--- config.mk ---
export PLATFORM = sky130hd
export DESIGN_NAME = hires_period_enable_top
export DESIGN_NICKNAME = d
export VERILOG_FILES = /design/src/logic/hires_period_enable_top.v
export VERILOG_INCLUDE_DIRS = /design/src /design/src/inc
export SDC_FILE = /design/constraint.sdc
export NUM_CORES = 1
export LEC_CHECK = 0
export BUFFER_PORTS_ARGS = -buffer_cell sky130_fd_sc_hd__buf_2
export CAP_MARGIN = 20
export CORE_ASPECT_RATIO = 0.5
export CORE_UTILIZATION = 45
export DETAILED_ROUTE_END_ITERATION = 12
export PLACE_DENSITY = 0.63
export RECOVER_POWER = 50
export SYNTH_ARGS = -nofsm -noshare
export SYNTH_HDL_FRONTEND = slang
export SYNTH_SLANG_ARGS = --single-unit
--- constraint.sdc ---
create_clock -name sys_clk -period 12.45 [get_ports sys_clk]
set_input_delay 0.6225 -clock sys_clk [delete_from_list [all_inputs] [get_ports sys_clk]]
set_output_delay 0.6225 -clock sys_clk [all_outputs]
set_load 0.005 [all_outputs]
--- src/inc/hires_period_enable_regs.vh ---
// Constants for the high-resolution PWM edge scaling block
`ifndef HIRES_PERIOD_ENABLE_REGS_VH
`define HIRES_PERIOD_ENABLE_REGS_VH
// ****************************************************************
// Configuration field positions
// ****************************************************************
`define HIRES_PERIOD_ENABLE_CFG_AUTO_BIT 6
`define HIRES_PERIOD_ENABLE_FINE_MSB 15
`define HIRES_PERIOD_ENABLE_FINE_LSB 8
// ****************************************************************
// Count modes
// ****************************************************************
`define HIRES_PERIOD_ENABLE_MODE_UP 2'h0
`define HIRES_PERIOD_ENABLE_MODE_DOWN 2'h1
`define HIRES_PERIOD_ENABLE_MODE_UPDOWN 2'h2
// ****************************************************************
// Reset values
// ****************************************************************
`define HIRES_PERIOD_ENABLE_RST_WORD 32'h0000_0000
`define HIRES_PERIOD_ENABLE_RST_STEPS 8'h00
// ****************************************************************
// Arithmetic and timing
// ****************************************************************
`define HIRES_PERIOD_ENABLE_ROUND_HALF 16'h0080
`define HIRES_PERIOD_ENABLE_GUARD_CYC 16'h0003
`define HIRES_PERIOD_ENABLE_ELAPSED_MAX 2'h3
`endif

--- src/logic/hires_period_enable_top.v ---
// High-resolution PWM channel with fine duty and fine period edge scaling
`timescale 1ns/1ns
`include "hires_period_enable_regs.vh"

module hires_period_enable_top
#(
    parameter CW = 16
)
(
    // Clock and reset
    input wire sys_clk,
    input wire rst_n,
    // Duty word {coarse, fine} and its write strobe
    input wire [31:0] duty_word,
    input wire duty_word_wr,
    // Period mirror word {coarse, fine} and its write strobe
    input wire [31:0] period_mirror_word,
    input wire period_mirror_wr,
    // Configuration
    input wire [7:0] hires_config,
    input wire hires_period_enable,
    input wire [7:0] steps_per_coarse_factor,
    input wire [1:0] count_mode,
    input wire sync_pulse,
    // PWM outputs
    output reg pwm_out_a,
    output reg pwm_out_b,
    // Micro edge positioner commands
    output reg duty_edge_strobe,
    output reg [7:0] duty_fine_steps,
    output reg period_edge_strobe,
    output reg [7:0] period_fine_steps,
    output reg fine_window_open,
    // Time-base state
    output reg [CW-1:0] time_base_counter
);

    // ****************************************************************
    // Fine delay conversion
    // ****************************************************************
    // Turns a 16-bit fine register into micro steps
    function [7:0] fine_steps;
        input [15:0] fine;
        input [7:0] factor;
        input auto;
        reg [15:0] prod;
        begin
            prod = {8'h00, fine[`HIRES_PERIOD_ENABLE_FINE_MSB:`HIRES_PERIOD_ENABLE_FINE_LSB]} * {8'h00, factor};
            if (auto)
            begin
                // Product plus half, then drop the fraction byte
                fine_steps = prod_round(prod);
            end
            else
            begin
                // Software already scaled; low byte ignored
                fine_steps = fine[`HIRES_PERIOD_ENABLE_FINE_MSB:`HIRES_PERIOD_ENABLE_FINE_LSB];
            end
        end
    endfunction

    // Rounds a Q8 product to whole steps, 255*255 fits in 8 bits after shift
    function [7:0] prod_round;
        input [15:0] p;
        reg [16:0] s;
        begin
            s = {1'b0, p} + {1'b0, `HIRES_PERIOD_ENABLE_ROUND_HALF};
            prod_round = s[15:8];
        end
    endfunction

    // ****************************************************************
    // Shadow and active registers
    // ****************************************************************
    reg [CW-1:0] duty_coarse_compare_r;
    reg [15:0] duty_fine_compare_r;
    reg [CW-1:0] period_coarse_mirror_r;
    reg [15:0] period_fine_mirror_r;
    reg [CW-1:0] cmp_act_r;
    reg [15:0] cfine_act_r;
    reg [CW-1:0] period_act_r;
    reg [15:0] pfine_act_r;
    // Time-base state
    reg [CW-1:0] cnt_r;
    reg [CW-1:0] cnt_nxt;
    reg dir_up_r;
    reg dir_up_nxt;
    reg [1:0] elapsed_r;
    reg start_nxt;
    reg end_now;
    // Window and edge terms
    reg window;
    wire a_nxt;
    wire auto_conv;
    wire [CW-1:0] to_end;
    wire hires_period_enable_on;

    assign auto_conv = hires_config[`HIRES_PERIOD_ENABLE_CFG_AUTO_BIT];
    assign to_end = period_act_r - cnt_r;
    // Hires period is not used with count-down mode
    assign hires_period_enable_on = hires_period_enable && (count_mode != `HIRES_PERIOD_ENABLE_MODE_DOWN);

    // Shadow loads; one word updates coarse and fine together
    always @(posedge sys_clk)
    begin
        if (!rst_n)
        begin
            duty_coarse_compare_r <= {CW{1'b0}};
            duty_fine_compare_r <= 16'h0000;
            period_coarse_mirror_r <= {CW{1'b0}};
            period_fine_mirror_r <= 16'h0000;
        end
        else
        begin
            if (duty_word_wr)
            begin
                duty_coarse_compare_r <= duty_word[31:16];
                duty_fine_compare_r <= duty_word[15:0];
            end
            if (period_mirror_wr)
            begin
                period_coarse_mirror_r <= period_mirror_word[31:16];
                period_fine_mirror_r <= period_mirror_word[15:0];
            end
        end
    end

    // ****************************************************************
    // Time-base counter
    // ****************************************************************
    // Next count, direction and period boundary
    always @*
    begin
        cnt_nxt = cnt_r;
        dir_up_nxt = dir_up_r;
        start_nxt = 1'b0;
        end_now = 1'b0;
        case (count_mode)
            `HIRES_PERIOD_ENABLE_MODE_DOWN:
            begin
                // Period value down to 0: period+1 cycles
                if (cnt_r == {CW{1'b0}})
                begin
                    cnt_nxt = period_act_r;
                    start_nxt = 1'b1;
                    end_now = 1'b1;
                end
                else
                begin
                    cnt_nxt = cnt_r - 1'b1;
                end
                dir_up_nxt = 1'b0;
            end
            `HIRES_PERIOD_ENABLE_MODE_UPDOWN:
            begin
                // 0 up to period value, back down to 1: twice the period value
                if (period_act_r == {CW{1'b0}})
                begin
                    cnt_nxt = {CW{1'b0}};
                    dir_up_nxt = 1'b1;
                    start_nxt = 1'b1;
                end
                else if (dir_up_r)
                begin
                    if (cnt_r >= period_act_r)
                    begin
                        cnt_nxt = period_act_r - 1'b1;
                        dir_up_nxt = 1'b0;
                    end
                    else
                    begin
                        cnt_nxt = cnt_r + 1'b1;
                    end
                end
                else if (cnt_r <= {{(CW-1){1'b0}}, 1'b1})
                begin
                    cnt_nxt = {CW{1'b0}};
                    dir_up_nxt = 1'b1;
                    start_nxt = 1'b1;
                    end_now = 1'b1;
                end
                else
                begin
                    cnt_nxt = cnt_r - 1'b1;
                end
            end
            default:
            begin
                // 0 up to period value: period+1 cycles
                if (cnt_r >= period_act_r)
                begin
                    cnt_nxt = {CW{1'b0}};
                    start_nxt = 1'b1;
                    end_now = 1'b1;
                end
                else
                begin
                    cnt_nxt = cnt_r + 1'b1;
                end
                dir_up_nxt = 1'b1;
            end
        endcase
        // Sync restarts the time base; output B stays the inverse of A across it
        if (sync_pulse)
        begin
            cnt_nxt = {CW{1'b0}};
            dir_up_nxt = 1'b1;
            start_nxt = 1'b1;
        end
    end

    // Counter, direction, elapsed cycles and shadow-to-active transfer
    always @(posedge sys_clk)
    begin
        if (!rst_n)
        begin
            cnt_r <= {CW{1'b0}};
            dir_up_r <= 1'b1;
            elapsed_r <= 2'h0;
            cmp_act_r <= {CW{1'b0}};
            cfine_act_r <= 16'h0000;
            period_act_r <= {CW{1'b0}};
            pfine_act_r <= 16'h0000;
        end
        else
        begin
            cnt_r <= cnt_nxt;
            dir_up_r <= dir_up_nxt;
            if (start_nxt)
            begin
                elapsed_r <= 2'h0;
                cmp_act_r <= duty_coarse_compare_r;
                cfine_act_r <= duty_fine_compare_r;
                period_act_r <= period_coarse_mirror_r;
                pfine_act_r <= period_fine_mirror_r;
            end
            else if (elapsed_r != `HIRES_PERIOD_ENABLE_ELAPSED_MAX)
            begin
                elapsed_r <= elapsed_r + 2'h1;
            end
        end
    end

    // ****************************************************************
    // Fine placement window
    // ****************************************************************
    // Window in which the micro edge positioner may act
    always @*
    begin
        if (hires_period_enable_on)
        begin
            // Both modes: 3 past zero/match and 3 before match/zero
            window = (cnt_r >= `HIRES_PERIOD_ENABLE_GUARD_CYC) && (to_end >= `HIRES_PERIOD_ENABLE_GUARD_CYC);
        end
        else
        begin
            // Only the start of the period is guarded
            window = (elapsed_r == `HIRES_PERIOD_ENABLE_ELAPSED_MAX);
        end
    end

    // Coarse output level: high while count below compare, zero duty never high
    assign a_nxt = (cnt_r < cmp_act_r);

    // ****************************************************************
    // Output registers
    // ****************************************************************
    // PWM pins, edge strobes and fine step commands
    always @(posedge sys_clk)
    begin
        if (!rst_n)
        begin
            pwm_out_a <= 1'b0;
            pwm_out_b <= 1'b1;
            duty_edge_strobe <= 1'b0;
            duty_fine_steps <= `HIRES_PERIOD_ENABLE_RST_STEPS;
            period_edge_strobe <= 1'b0;
            period_fine_steps <= `HIRES_PERIOD_ENABLE_RST_STEPS;
            fine_window_open <= 1'b0;
            time_base_counter <= {CW{1'b0}};
        end
        else
        begin
            pwm_out_a <= a_nxt;
            // B is the inverse of A in every mode, also across a sync
            pwm_out_b <= ~a_nxt;
            fine_window_open <= window;
            time_base_counter <= cnt_r;
            duty_edge_strobe <= (a_nxt != pwm_out_a);
            if ((a_nxt != pwm_out_a) && window)
            begin
                duty_fine_steps <= fine_steps(cfine_act_r, steps_per_coarse_factor,
                                              auto_conv);
            end
            else
            begin
                duty_fine_steps <= `HIRES_PERIOD_ENABLE_RST_STEPS;
            end
            period_edge_strobe <= end_now;
            if (end_now && hires_period_enable_on)
            begin
                // Period extension always uses the hardware scaling
                period_fine_steps <= fine_steps(pfine_act_r, steps_per_coarse_factor,
                                                1'b1);
            end
            else
            begin
                period_fine_steps <= `HIRES_PERIOD_ENABLE_RST_STEPS;
            end
        end
    end

endmodule // hires_period_enable_top

# Word level (Yosys, flattened, before mapping)
# Index checks and enable logic that the tools add are counted.
# op_classes
n_addsub,7
multipliers,2
magnitude_cmp,5
eq_ne,6
mux,22
n_bitwise,2
reduce_logical,10
# ops
op,n
$mux W16,6
$add A16 B8 Y16 const B,2
$ge A16 B2 Y1 const B,2
$logic_not A16 Y1,2
$mul A8 B8 Y16,2
$pmux W16 S2,1
$sub A16 B1 Y16 const B,2
$add A16 B1 Y16 const B,1
$ge A16 B16 Y1,1
$le A16 B1 Y1 const B,1
$lt A16 B16 Y1,1
$sub A16 B16 Y16,1
$mux W1,11
$mux W8,1
$pmux W1 S2,3
$eq A2 B2 Y1 const B,2
$logic_and A1 B1 Y1,4
$reduce_and A2 Y1,2
$reduce_or A2 Y1,2
$add A2 B1 Y2 const B,1
$eq A2 B1 Y1 const B,1
$ne A2 B1 Y1 const B,1
$ne A2 B2 Y1 const B,1
$not A1 Y1,2
$ne A1 B1 Y1,1
# word_totals
reg_bits,184
in_bits,88
output_inout_bits,37
wordCells,73

# Depth between registers and ports, before layout
# Gate-level depths: netlist (run 1).
# logic_depth
ltp_word,7
depth_mapped,19
ltp_nobuf,18

# Worst setup path after synthesis (run 1)
# No wires, ideal clock.
# synth_path
path_type,input -> register
from,input steps_per_coarse_factor[5]
to,register duty_fine_steps[7]
setup_time_ns,0.112
t_arrival_ns,4.889
t_required_ns,12.338
slack_ns,7.449
cell_stages,17
n_path_buf,1
cell_sequence,clkbuf_1 > nand2_1 > fa_1 > fa_1 > inv_1 > fa_1 > inv_1 > fa_1 > inv_1 > ha_1 > and3_1 > a211o_1 > o31a_1 > a21oi_1 > o21bai_1 > xnor2_1 > a2111oi_1
# synth_via
elab_chain_cells,3
# synth_rtl
item,line,source
from (decl),hires_period_enable_top.v:22,"input wire [7:0] steps_per_coarse_factor,"
$mul A8 B8 Y16,hires_period_enable_top.v:48,"prod = {8'h00, fine[`HIRES_PERIOD_ENABLE_FINE_MSB:`HIRES_PERIOD_ENABLE_FINE_LSB]} * {8'h00, factor};"
$add A16 B8 Y16,hires_period_enable_top.v:67,"s = {1'b0, p} + {1'b0, `HIRES_PERIOD_ENABLE_ROUND_HALF};"
$mux W8,hires_period_enable_top.v:49,if (auto)
to (signal assigned),hires_period_enable_top.v:276,duty_fine_steps <= `HIRES_PERIOD_ENABLE_RST_STEPS;
to (signal assigned),hires_period_enable_top.v:292,"duty_fine_steps <= fine_steps(cfine_act_r, steps_per_coarse_factor,"
to (signal assigned),hires_period_enable_top.v:297,duty_fine_steps <= `HIRES_PERIOD_ENABLE_RST_STEPS;
to (decl),hires_period_enable_top.v:30,"output reg [7:0] duty_fine_steps,"
# No other way between the ends.
# A chain may end at the register's enable or synchronous reset.

# Final worst setup path (run 1)
# layout_path
from,register cfine_act_r[10]
to,register duty_fine_steps[7]
# layout_via
elab_chain_cells,3
# layout_rtl
item,line,source
from (decl),hires_period_enable_top.v:80,reg [15:0] cfine_act_r;
from (signal assigned),hires_period_enable_top.v:233,cfine_act_r <= duty_fine_compare_r;
$mul A8 B8 Y16,hires_period_enable_top.v:48,
$add A16 B8 Y16,hires_period_enable_top.v:67,
$mux W8,hires_period_enable_top.v:49,
# No other way between the ends.

==> summary.txt, run 1 <==
outcome -> complete, but fails checks
failing checks -> capacitance limit, slew limit
Tightest Pin Transition -> 3.122 ns
CP max stage cell -> dfxtp_1
family with the most delay on the worst path -> adder cells
crit path cell chain -> nand2_1 -> fa_1 -> fa_1 -> inv_1 -> fa_1 -> fa_1 -> ha_1 -> nand4_1 -> o221ai_1 -> a211o_1 -> o31a_1 -> a21oi_1 -> o21bai_1 -> xnor2_1 -> a2111oi_1
commonest non-fill, non-tap cell in the layout -> dfxtp_1
Resize count post-CTS -> 0
syn_nets -> 1646
placed insts -> 1755
Crit path top cell by count -> fa_1
Main synth FF type -> dfxtp_1
Post-synth EDFFs -> 0
Final setup viols -> 0
Final Hold Fails -> 0
drt pass-1 iters -> 5
Clock Sinks -> 152
largest net degree at the start of global routing -> 97
Cell Pwr Density -> 118.9 mW/mm2
synthesized flop and latch total -> 152
Starting Density -> 0.4611
CP Capture Type -> register
vias in the first global route -> 9740
share of flip-flops with an asynchronous set or reset -> 0
DIE WIDTH -> 229.9 um
Initial DRC Count -> 538
GR Util All Layers -> 0.2233
# Post-CTS Setup Buffers -> 0
root buffer cell -> clkbuf_16
Worst Setup SP -> cfine_act_r[10]
Synth Area in Simple Gates -> 0.2090
hold slack -> 0.4134 ns
Critical Path Start Type -> register
Final Net Count -> 1703
minimum clock period -> 5.097 ns
WHS Endpoint -> duty_coarse_compare_r[15]
Hold WC Path Type -> in2reg
total wire length -> 28640 um
R2R setup slack -> 7.35 ns
Synth Cell Area -> 0.01168 mm2
Max FO, Critical Path -> 10
synth unique cells -> 77
register area share after synthesis -> 0.2604
initial antenna violation count -> 0
TritonCTS clock tree -> done
die area -> 0.02665 mm2
Core Area -> 0.02534 mm2
Fmax achieved -> 0.1962 GHz
Routed Antenna Nets -> 0
Adder-Cell Fraction of Synth Area -> 0.2426
Detail Placement HPWL -> 21260 um
share of layout cells above drive strength 1 -> 0.09078
DR vias/cell -> 5.409
Clk Latency, worst-skew pair -> 0.44 ns
worst relative slew slack -> -1.081
site row count -> 41
hold path startpoint -> duty_word[31]
# diodes -> 0
Clock Skews -> 0.01139 ns
Yosys warning total -> 0
Die H -> 115.9 um
Worst path max stage delay -> 0.56 ns
RSZ-0062 raised after global routing -> no
Buf/Inv on CP -> 1
hold buffers post-CTS -> 0
critical path class -> reg2reg
Leakage -> 5.972 nW
Post-Syn Instances -> 1374
Critical Path AT -> 5.41 ns
clock-pin slew on the worst setup and hold paths -> 0.07 ns
CTS Buffer Depth -> 2
I/O pins -> 125
global-route wire length before repair -> 47600 um
Non-Filler Instances -> 1787
reg2reg start -> cfine_act_r[10]
R2R Path End -> duty_fine_steps[7]
DR vias -> 9666
total power -> 1.536 mW
RePlAce Congestion -> 0.8856
gr ovfl total -> 0
CTS buffer count -> 17
MaxCap Viol Count -> 2
IO Port Bufs -> 101
syn avg cell area -> 8.504 um2
post-synthesis compound-gate area fraction -> 0.1288
Hold Path Depth -> 3
Max IR drop VDD -> 0.09199 mV
Tcrit/Tclk final -> 0.4094
DR WL/cell -> 16.03 um
H-Tree Depth -> 4
combinational family with the most area after synthesis -> adder cells
most frequent cells in the layout -> dfxtp_1 (152), nand2_1 (147), inv_1 (126)
DRC -> 0
CP required -> 12.76 ns
number of cells on the worst reg-to-reg path -> 15
Slew Viols, Final -> 105
XOR/XNOR Fraction of Synth Area -> 0.04572
Post-Route Setup TNS -> 0 ns
post-synthesis mux area share -> 0.04711
Layout area overhead -> 10.59%
==> through the flow <==
stage,utilization,area [um2],worst slack (ns)
after detailed placement,0.4885,12380,7.008
after floorplan,-,11690,7.449
after global routing,0.5099,12920,7.028
after CTS,0.5108,12940,7.339
final,0.5099,12920,7.353
after global placement,0.4885,12380,7.004
==> registers in the layout, summed over array words and instances, names as in the netlist <==
name and count:
cmp_act_r 16, cnt_r 16, duty_coarse_compare_r 16, period_act_r 16
period_coarse_mirror_r 16, time_base_counter 16, cfine_act_r 8, duty_fine_compare_r 8
duty_fine_steps 8, period_fine_mirror_r 8, period_fine_steps 8, pfine_act_r 8
elapsed_r 2, dir_up_r 1, duty_edge_strobe 1, fine_window_open 1
period_edge_strobe 1, pwm_out_a 1, pwm_out_b 1
==> power breakdown <==
part / internal [mW] / switching (mW)
clock: 0.280 / 0.231
combinational: 0.187 / 0.288
sequential: 0.517 / 0.0345
==> worst register-to-register path: stages, from the launching register on <==
cell       delay [ns]
dfxtp_1          0.56
nand2_1          0.14
fa_1             0.51
fa_1             0.49
inv_1            0.05
fa_1             0.50
fa_1             0.51
ha_1             0.33
nand4_1          0.10
o221ai_1         0.26
a211o_1          0.38
o31a_1           0.27
a21oi_1          0.24
o21bai_1         0.11
xnor2_1          0.13
a2111oi_1        0.39
==> cell usage after synthesis, drive strengths merged (5+ instances only) <==
| library cell | number | area (um2) |
|---|---|---|
| nor3 | 22 | 115.1 |
| a221oi | 21 | 214.0 |
| a21oi | 37 | 188.9 |
| xnor2 | 43 | 376.6 |
| inv | 127 | 476.7 |
| o21a | 5 | 37.54 |
| clkbuf | 56 | 210.2 |
| o21bai | 5 | 37.54 |
| nor4 | 12 | 81.33 |
| o21ai | 78 | 390.4 |
| dfxtp | 152 | 3043 |
| a21o | 5 | 37.54 |
| o211ai | 17 | 127.6 |
| nand2 | 147 | 551.8 |
| nor2 | 117 | 439.2 |
| xor2 | 18 | 157.7 |
| nand3 | 68 | 352.8 |
| o31ai | 6 | 63.81 |
| mux2i | 55 | 550.5 |
| and3 | 10 | 62.56 |
| a211oi | 6 | 62.56 |
| fa | 71 | 1421 |
| ha | 113 | 1414 |
| buf | 14 | 83.83 |
| nand2b | 7 | 43.79 |
| nand4 | 6 | 37.54 |
| and2 | 93 | 581.8 |
==> cell families after synthesis <==
logic type | Yosys count
and+or+nand+nor | 505
AOI/OAI and AO/OA | 219
buffers and inverters | 198
adders and majority gates | 184
DFF | 152
xor gates and xnor gates | 61
muxes | 55
==> how the worst max path moves through the flow <==
stage	endpoint	slack, ns	depth (start not counted)
6_report	duty_fine_steps[7]	7.35	15
5_1_grt	duty_fine_steps[7]	7.03	15
4_1_cts	duty_fine_steps[7]	7.34	15
3_5_place_dp	duty_fine_steps[7]	7.01	16
3_3_place_gp	duty_fine_steps[7]	7.00	16
2_1_floorplan	duty_fine_steps[7]	7.45	17
==> per-layer routing <==
metal | GRT usage | share of wire | vias up
met2 | 0.3908 | 0.48 | 208
met4 | 0.07726 | 0.022 | 0
met1 | 0.2823 | 0.46 | 4653
li1 | - | - | 4754
met5 | 0 | 0 | -
met3 | 0.03642 | 0.038 | 51
==> layout make-up <==
cell class              count  area (um2)
well taps                 344       430.4
fillers                  2419       12420
multi-input cells        1024        7875
repair buffers            108       529.3
flip-flops and latches    152        3043
clock buffers              18       429.2
inverters                 128       480.5
clock inverters            13       135.1
Power figures use the tool's default switching activity.
==> run 2: changes to the inputs <==
--- a/config.mk
+++ b/config.mk
@@ -6,12 +6,13 @@
 export SDC_FILE = /design/constraint.sdc
 export NUM_CORES = 1
 export LEC_CHECK = 0
+export ABC_AREA = 1
 export BUFFER_PORTS_ARGS = -buffer_cell sky130_fd_sc_hd__buf_2
 export CAP_MARGIN = 20
 export CORE_ASPECT_RATIO = 0.5
 export CORE_UTILIZATION = 45
 export DETAILED_ROUTE_END_ITERATION = 12
-export PLACE_DENSITY = 0.63
+export PLACE_DENSITY = 0.65
 export RECOVER_POWER = 50
 export SYNTH_ARGS = -nofsm -noshare
 export SYNTH_HDL_FRONTEND = slang
==> constraint.sdc (replaced) <==
create_clock -name sys_clk -period 4.57 [get_ports sys_clk]
set_input_delay 0.2285 -clock sys_clk [delete_from_list [all_inputs] [get_ports sys_clk]]
set_output_delay 0.2285 -clock sys_clk [all_outputs]
set_load 0.005 [all_outputs]
==> run 2 against run 1 <==
Against the previous run:
- the run now ends clean
- sequential cell count is the same
- register-to-register slack lost 7.0 ns
- power grew to 2.9 times the previous value
- final area grew 10%
- critical endpoint is now duty_fine_steps[5]
==> summary.txt, run 2 <==
outcome -> completed
vias in the first global route -> 10.92k (+12%)
TritonCTS clock tree -> done
area leader, netlist -> dfxtp_1
Post-synth EDFFs -> 0 (unchanged)
DIE WIDTH -> 241.9 um (+5.2%)
Critical Path AT -> 4.57 ns (-0.84 ns)
Critical Path Start Type -> register
Initial DRC Count -> 554 (+3.0%)
Tightest Pin Transition -> 1.094 ns (-2.027 ns)
Final Hold Fails -> 0 (unchanged)
gr ovfl total -> 0 (unchanged)
share of flip-flops with an asynchronous set or reset -> 0 (unchanged)
Starting Density -> 0.4627 (+0.001562)
synth unique cells -> 52 (-32%)
Post-Syn Instances -> 1808 (+32%)
Hold Path Depth -> 3 (unchanged)
Area contributors post-synth -> dfxtp_1 (24%), fa_1 (11%), ha_1 (11%)
Final Net Count -> 2153 (+26%)
DR vias -> 11.18k (+16%)
syn avg cell area -> 7.159 um2 (-16%)
reg2reg start -> cfine_act_r[12]
GR Util All Layers -> 0.2219 (-0.001445)
commonest non-fill, non-tap cell in the layout -> nand2_1
R2R Path End -> duty_fine_steps[5]
most frequent cells in the layout -> nand2_1 (375), inv_1 (316), nor2_1 (182)
Resize count post-CTS -> 0 (unchanged)
site row count -> 43 (+4.9%)
worst relative slew slack -> 0.2704 (+1.352)
# Post-CTS Setup Buffers -> 0 (unchanged)
MaxCap Viol Count -> 0 (-2)
global-route wire length before repair -> 53080 um (+12%)
Layout area overhead -> 10.12%
IO Port Bufs -> 101 (unchanged)
root buffer cell -> clkbuf_16
CP Capture Type -> register
hold path startpoint -> duty_word[18]
H-Tree Depth -> 4 (unchanged)
critical path class -> reg2reg
syn_nets -> 2080 (+26%)
Max FO, Critical Path -> 7 (-3)
Final setup viols -> 0 (unchanged)
CTS buffer count -> 17 (unchanged)
Routed Antenna Nets -> 0 (unchanged)
Hold WC Path Type -> in2reg
initial antenna violation count -> 0 (unchanged)
Tcrit/Tclk final -> 0.9335 (+0.5241)
Core Area -> 0.02798 mm2 (+10%)
drt pass-1 iters -> 5 (unchanged)
die area -> 0.02949 mm2 (+11%)
Clock Sinks -> 152 (unchanged)
DRC -> 0 (unchanged)
Max IR drop VDD -> 0.3007 mV (+230%)
Detail Placement HPWL -> 23650 um (+11%)
total wire length -> 31310 um (+9.3%)
Clock Skews -> 0.01269 ns (+0.001302 ns)
RePlAce Congestion -> 0.8927 (+0.80%)
Die H -> 121.9 um (+5.2%)
number of cells on the worst reg-to-reg path -> 20 (+5)
top cell type's share of synthesized area -> 0.2351 (-0.02532)
CTS Buffer Depth -> 2 (unchanged)
synth cell count leaders -> nand2_1 (375), inv_1 (317), nor2_1 (182)
RSZ-0062 raised after global routing -> no
R2R setup slack -> 0.30 ns (-7.05 ns)
minimum clock period -> 4.266 ns (-0.8312 ns)
Fmax achieved -> 0.2344 GHz (+19%)
Slew Viols, Final -> 0 (-100%)
Main synth FF type -> dfxtp_1
Synth Cell Area -> 0.01294 mm2 (+11%)
WHS Endpoint -> duty_coarse_compare_r[2]
share of layout cells above drive strength 1 -> 0.1595 (+0.06867)
synthesized flop and latch total -> 152 (unchanged)
Leakage -> 7.583 nW (+27%)
DR vias/cell -> 4.911 (-9.2%)
most frequent cell after synthesis -> nand2_1
largest net degree at the start of global routing -> 67 (-31%)
Clk Latency, worst-skew pair -> 0.43 ns (about the same)
hold buffers post-CTS -> 0 (unchanged)
I/O pins -> 125 (unchanged)
register area share after synthesis -> 0.2351 (-0.02532)
DR WL/cell -> 13.75 um (-14%)
Post-Route Setup TNS -> 0 ns (unchanged)
clock-pin slew on the worst setup and hold paths -> 0.07 ns (about the same)
fillers -> 2813 (+16%)
Cell Pwr Density -> 312.6 mW/mm2 (+160%)
Yosys warning total -> 0 (unchanged)
total power -> 4.456 mW (+190%)
CP required -> 4.87 ns (-7.89 ns)
[run 2: changes by cell type in the layout (fill, tap and decap cells not counted), moves of 25 or more]
cell,before,now
buf_4,5,30
and2_1,93,2
a21oi_1,36,65
nand2_1,147,375
o21ai_1,37,1
inv_1,126,316
xnor2_1,43,4
o21ai_0,41,100
nand2_2,0,55
a21oi_2,0,49
mux2i_1,55,1
nor2_1,117,182
[run 2: critical path, cell delays in order, from the launching register on]
cell	delay, ns
dfxtp_1	0.49
nand2_1	0.11
fa_1	0.42
fa_1	0.55
inv_1	0.05
fa_1	0.47
inv_1	0.05
fa_1	0.52
inv_1	0.04
ha_1	0.34
a21oi_1	0.17
o21a_1	0.13
nand2_1	0.09
a21oi_2	0.24
o21ai_0	0.14
nor2_1	0.11
nor2_1	0.04
nand2_1	0.06
nand2_1	0.05
inv_1	0.04
nor2_1	0.03
[run 2: kinds of logic (layout without fill, tap and decap cells)]
group                    after synthesis  in the layout  synth area share
flip-flops                           152            152            0.2351
AO/OA/AOI/OAI                        242            242            0.1129
buffers and inverters                415            501            0.1330
other                                  0              1                 0
XOR/XNOR                              45             45           0.03045
adder cells (fa/ha/maj)              184            184            0.2190
AND/OR/NAND/NOR                      769            769            0.2687
multiplexers                           1              1         0.0007734
[run 2: worst max path at each step]
stage                                     from              endpoint  cells after the start
global route                   pfine_act_r[10]  period_fine_steps[4]                     17
CTS                            cfine_act_r[10]    duty_fine_steps[5]                     20
global placement    steps_per_coarse_factor[3]    duty_fine_steps[5]                     21
finish                         cfine_act_r[12]    duty_fine_steps[5]                     20
detailed placement  steps_per_coarse_factor[3]    duty_fine_steps[5]                     21
floorplan           steps_per_coarse_factor[3]  period_fine_steps[4]                     18
[run 2: metal layers]
layer / wire length (um) / global-route usage
met4: 566 / 0.06527
met1: 14740 / 0.2891
met2: 14800 / 0.3836
met3: 1200 / 0.03261
met5: 0 / 0
[run 2: through the flow]
step / worst slack [ns] / utilization / cell area (um2) / cells / hold slack, ns
after floorplan: 0.2029 / - / 12940 / 1808 / 0.3608
after global placement: 0.1367 / 0.4901 / 13710 / 2244 / 0.4486
after detailed placement: 0.1163 / 0.4901 / 13710 / 2244 / 0.4523
after CTS: 0.1833 / 0.5102 / 14270 / 2276 / 0.006642
after global routing: 0.04353 / 0.5094 / 14250 / 2276 / 0.007665
final: 0.3041 / 0.5095 / 14250 / 2277 / 0.01491
[run 2: power by group]
group | internal [mW] | leakage, nW | switching [mW]
combinational | 0.552 | 6.06 | 1.02
clock | 0.721 | 0.276 | 0.647
sequential | 1.42 | 1.25 | 0.0964
[run 2: cell type report]
| type | instances | area, um2 | area share |
|---|---|---|---|
| tap | 382 | 478.0 | 0.03353 |
| inverter | 338 | 1280 | 0.08980 |
| sequential | 152 | 3050 | 0.2140 |
| multi-input combinational | 1241 | 8183 | 0.5741 |
| clock buffer | 18 | 429.2 | 0.03011 |
| timing repair buffer | 131 | 695.7 | 0.04881 |
| clock inverter | 14 | 135.1 | 0.009480 |
| antenna | 1 | 2.502 | 0.0001756 |
==> run 3: changes to the inputs <==
--- a/config.mk
+++ b/config.mk
@@ -10,9 +10,9 @@
 export BUFFER_PORTS_ARGS = -buffer_cell sky130_fd_sc_hd__buf_2
 export CAP_MARGIN = 20
 export CORE_ASPECT_RATIO = 0.5
-export CORE_UTILIZATION = 45
+export CORE_UTILIZATION = 35
 export DETAILED_ROUTE_END_ITERATION = 12
-export PLACE_DENSITY = 0.65
+export PLACE_DENSITY = 0.53
 export RECOVER_POWER = 50
 export SYNTH_ARGS = -nofsm -noshare
 export SYNTH_HDL_FRONTEND = slang
==> run 3 against run 2 <==
Against the previous run:
- the flow now finishes with violations (DRC, capacitance limit, slew limit)
- core utilization down 11 points
- maximum frequency shrank 0.54%
- non-clock buffer count up 7
- via count rose by 0.21%
- critical path type unchanged
==> summary.txt, run 3 (synthesis gave the netlist of run 2 again) <==
clock-pin slew on the worst setup and hold paths -> 0.07 ns (about the same)
placed insts -> 2353 (+4.9%)
Tightest Pin Transition -> 2.534 ns (+1.440 ns)
worst relative slew slack -> -0.6894 (-0.9597)
commonest non-fill, non-tap cell in the layout -> nand2_1
hold slack -> 0.02295 ns (+0.008040 ns)
Cell Pwr Density -> 307.8 mW/mm2 (-1.5%)
critical path class -> reg2reg
Clock Skews -> 0.01556 ns (+0.002873 ns)
IO Port Bufs -> 101 (unchanged)
Clk Latency, worst-skew pair -> 0.43 ns (about the same)
CP required -> 4.92 ns (+0.05 ns)
Layout area overhead -> 11.27%
fillers -> 3876 (+38%)
vias in the first global route -> 11.04k (+1.1%)
sequential cell area -> 0.003048 mm2 (about the same)
Slew Viols, Final -> 66 (+66)
total wire length -> 33000 um (+5.4%)
DIE WIDTH -> 274.0 um (+13%)
DR vias -> 11.21k (+0.21%)
Die H -> 138.0 um (+13%)
# diodes -> 0 (-1)
global-route wire length before repair -> 55340 um (+4.3%)
TritonCTS clock tree -> done
RePlAce Congestion -> 0.8461 (-5.2%)
DR vias/cell -> 4.699 (-4.3%)
root buffer cell -> clkbuf_16
Detail Placement HPWL -> 25320 um (+7.1%)
RSZ-0062 raised after global routing -> no
Final setup viols -> 0 (unchanged)
minimum clock period -> 4.289 ns (+0.02330 ns)
die area -> 0.03780 mm2 (+28%)
gr ovfl total -> 0 (unchanged)
H-Tree Depth -> 4 (unchanged)
Multi-input gate area -> 0.008183 mm2 (unchanged)
Critical Path Start Type -> register
Fmax achieved -> 0.2331 GHz (-0.54%)
CP Capture Type -> register
Starting Density -> 0.3578 (-0.1048)
Tcrit/Tclk final -> 0.9386 (+0.005099)
site row count -> 49 (+14%)
largest net degree at the start of global routing -> 66 (-1.5%)
Initial DRC Count -> 671 (+21%)
crit path cell chain -> nand2_1 -> fa_1 -> fa_1 -> inv_1 -> fa_1 -> inv_1 -> fa_1 -> inv_1 -> ha_1 -> nand2_1 -> o21ai_0 -> a21oi_2 -> o21ai_0 -> buf_4 -> a21oi_1 -> or2_2 -> a21oi_1
share of layout cells above drive strength 1 -> 0.1610 (+0.001517)
CTS Buffer Depth -> 2 (unchanged)
Critical Path AT -> 4.64 ns (+0.07 ns)
Clock Sinks -> 152 (unchanged)
Core Area -> 0.03617 mm2 (+29%)
failing checks -> DRC, capacitance limit, slew limit
Post-Route Setup TNS -> 0 ns (unchanged)
CP max stage cell -> fa_1
I/O pins -> 125 (unchanged)
Max FO, Critical Path -> 6 (-1)
Final Hold Fails -> 0 (unchanged)
Crit path top cell by count -> fa_1
CTS buffer count -> 17 (unchanged)
# Post-CTS Setup Buffers -> 0 (unchanged)
initial antenna violation count -> 0 (unchanged)
Worst path max stage delay -> 0.52 ns (-0.03 ns)
Hold WC Path Type -> in2reg
MaxCap Viol Count -> 1 (+1)
DR WL/cell -> 13.84 um (+0.61%)
Final Net Count -> 2160 (+0.33%)
outcome -> complete, but fails checks
Routed Antenna Nets -> 0 (unchanged)
most frequent cells in the layout -> nand2_1 (375), inv_1 (316), nor2_1 (182)
Leakage -> 7.598 nW (+0.20%)
Non-Filler Instances -> 2385 (+4.7%)
GR Util All Layers -> 0.1842 (-0.03768)
Max IR drop VDD -> 0.2240 mV (-26%)
DRC -> 2 (+2)
drt pass-1 iters -> 9 (+4)
==> run 3: cell count changes in the layout (fill, tap and decap cells not counted), sizes merged <==
cell      change
clkinv        -3
clkinvlp      +2
buf           +7
diode         -1
clkbuf        +3
inv           -2
==> run 3: where the power goes <==
group	leakage, nW	switching [mW]	internal [mW]
combinational	6.09	1.04	0.558
clock	0.255	0.607	0.719
sequential	1.25	0.0947	1.42
==> run 3: what timing repair did <==
item / in CTS / in global routing
hold buffers: 0 / 0
resized for setup: 0 / 7
setup endpoints to repair: 0 / 3
==> run 3: critical path, delay by kind of cell, from the launching register on <==
family | cells | cell delay [ns]
adder cells (fa/ha/maj) | 5 | 2.25
AO/OA/AOI/OAI | 5 | 0.74
AND/OR/NAND/NOR | 3 | 0.47
flip-flops | 1 | 0.47
buffers and inverters | 4 | 0.30
==> run 3: final timing paths <==
path | end | depth (start not counted) | slack [ns] | from
max | period_fine_steps[4] | 17 | 0.28 | pfine_act_r[12]
min | period_coarse_mirror_r[9] | 3 | 0.02 | period_mirror_word[25]
max reg2reg | period_fine_steps[4] | 17 | 0.28 | pfine_act_r[12]
min reg2reg | cfine_act_r[10] | 2 | 0.46 | duty_fine_compare_r[10]
==> run 3: final cells by class <==
class,count,share of cell area
clock buffers,21,0.03127
clock inverters,11,0.006168
inverters,338,0.08887
multi-input cells,1241,0.5682
flip-flops and latches,152,0.2116
well taps,484,0.04205
repair buffers,138,0.05186
==> run 3: metal layers <==
metal | share of wire | vias to the layer above | routed length [um] | track usage
met5 | 0 | - | 0 | 0
met4 | 0.017 | 0 | 549 | 0.04537
met3 | 0.024 | 35 | 786 | 0.02372
met2 | 0.48 | 135 | 15940 | 0.3280
met1 | 0.48 | 5274 | 15720 | 0.2367
li1 | - | 5762 | - | -
==> run 3: stage by stage <==
stage | power, mW | area (um2) | setup WS [ns] | utilization
CTS | 4.480 | 14430 | 0.2125 | 0.3989
global route | 4.782 | 14400 | 0.03662 | 0.3982
detailed placement | 3.141 | 13890 | 0.1894 | 0.3840
global placement | 3.136 | 13890 | 0.2001 | 0.3840
finish | 4.433 | 14400 | 0.2808 | 0.3982
floorplan | 2.798 | 12940 | 0.2029 | -
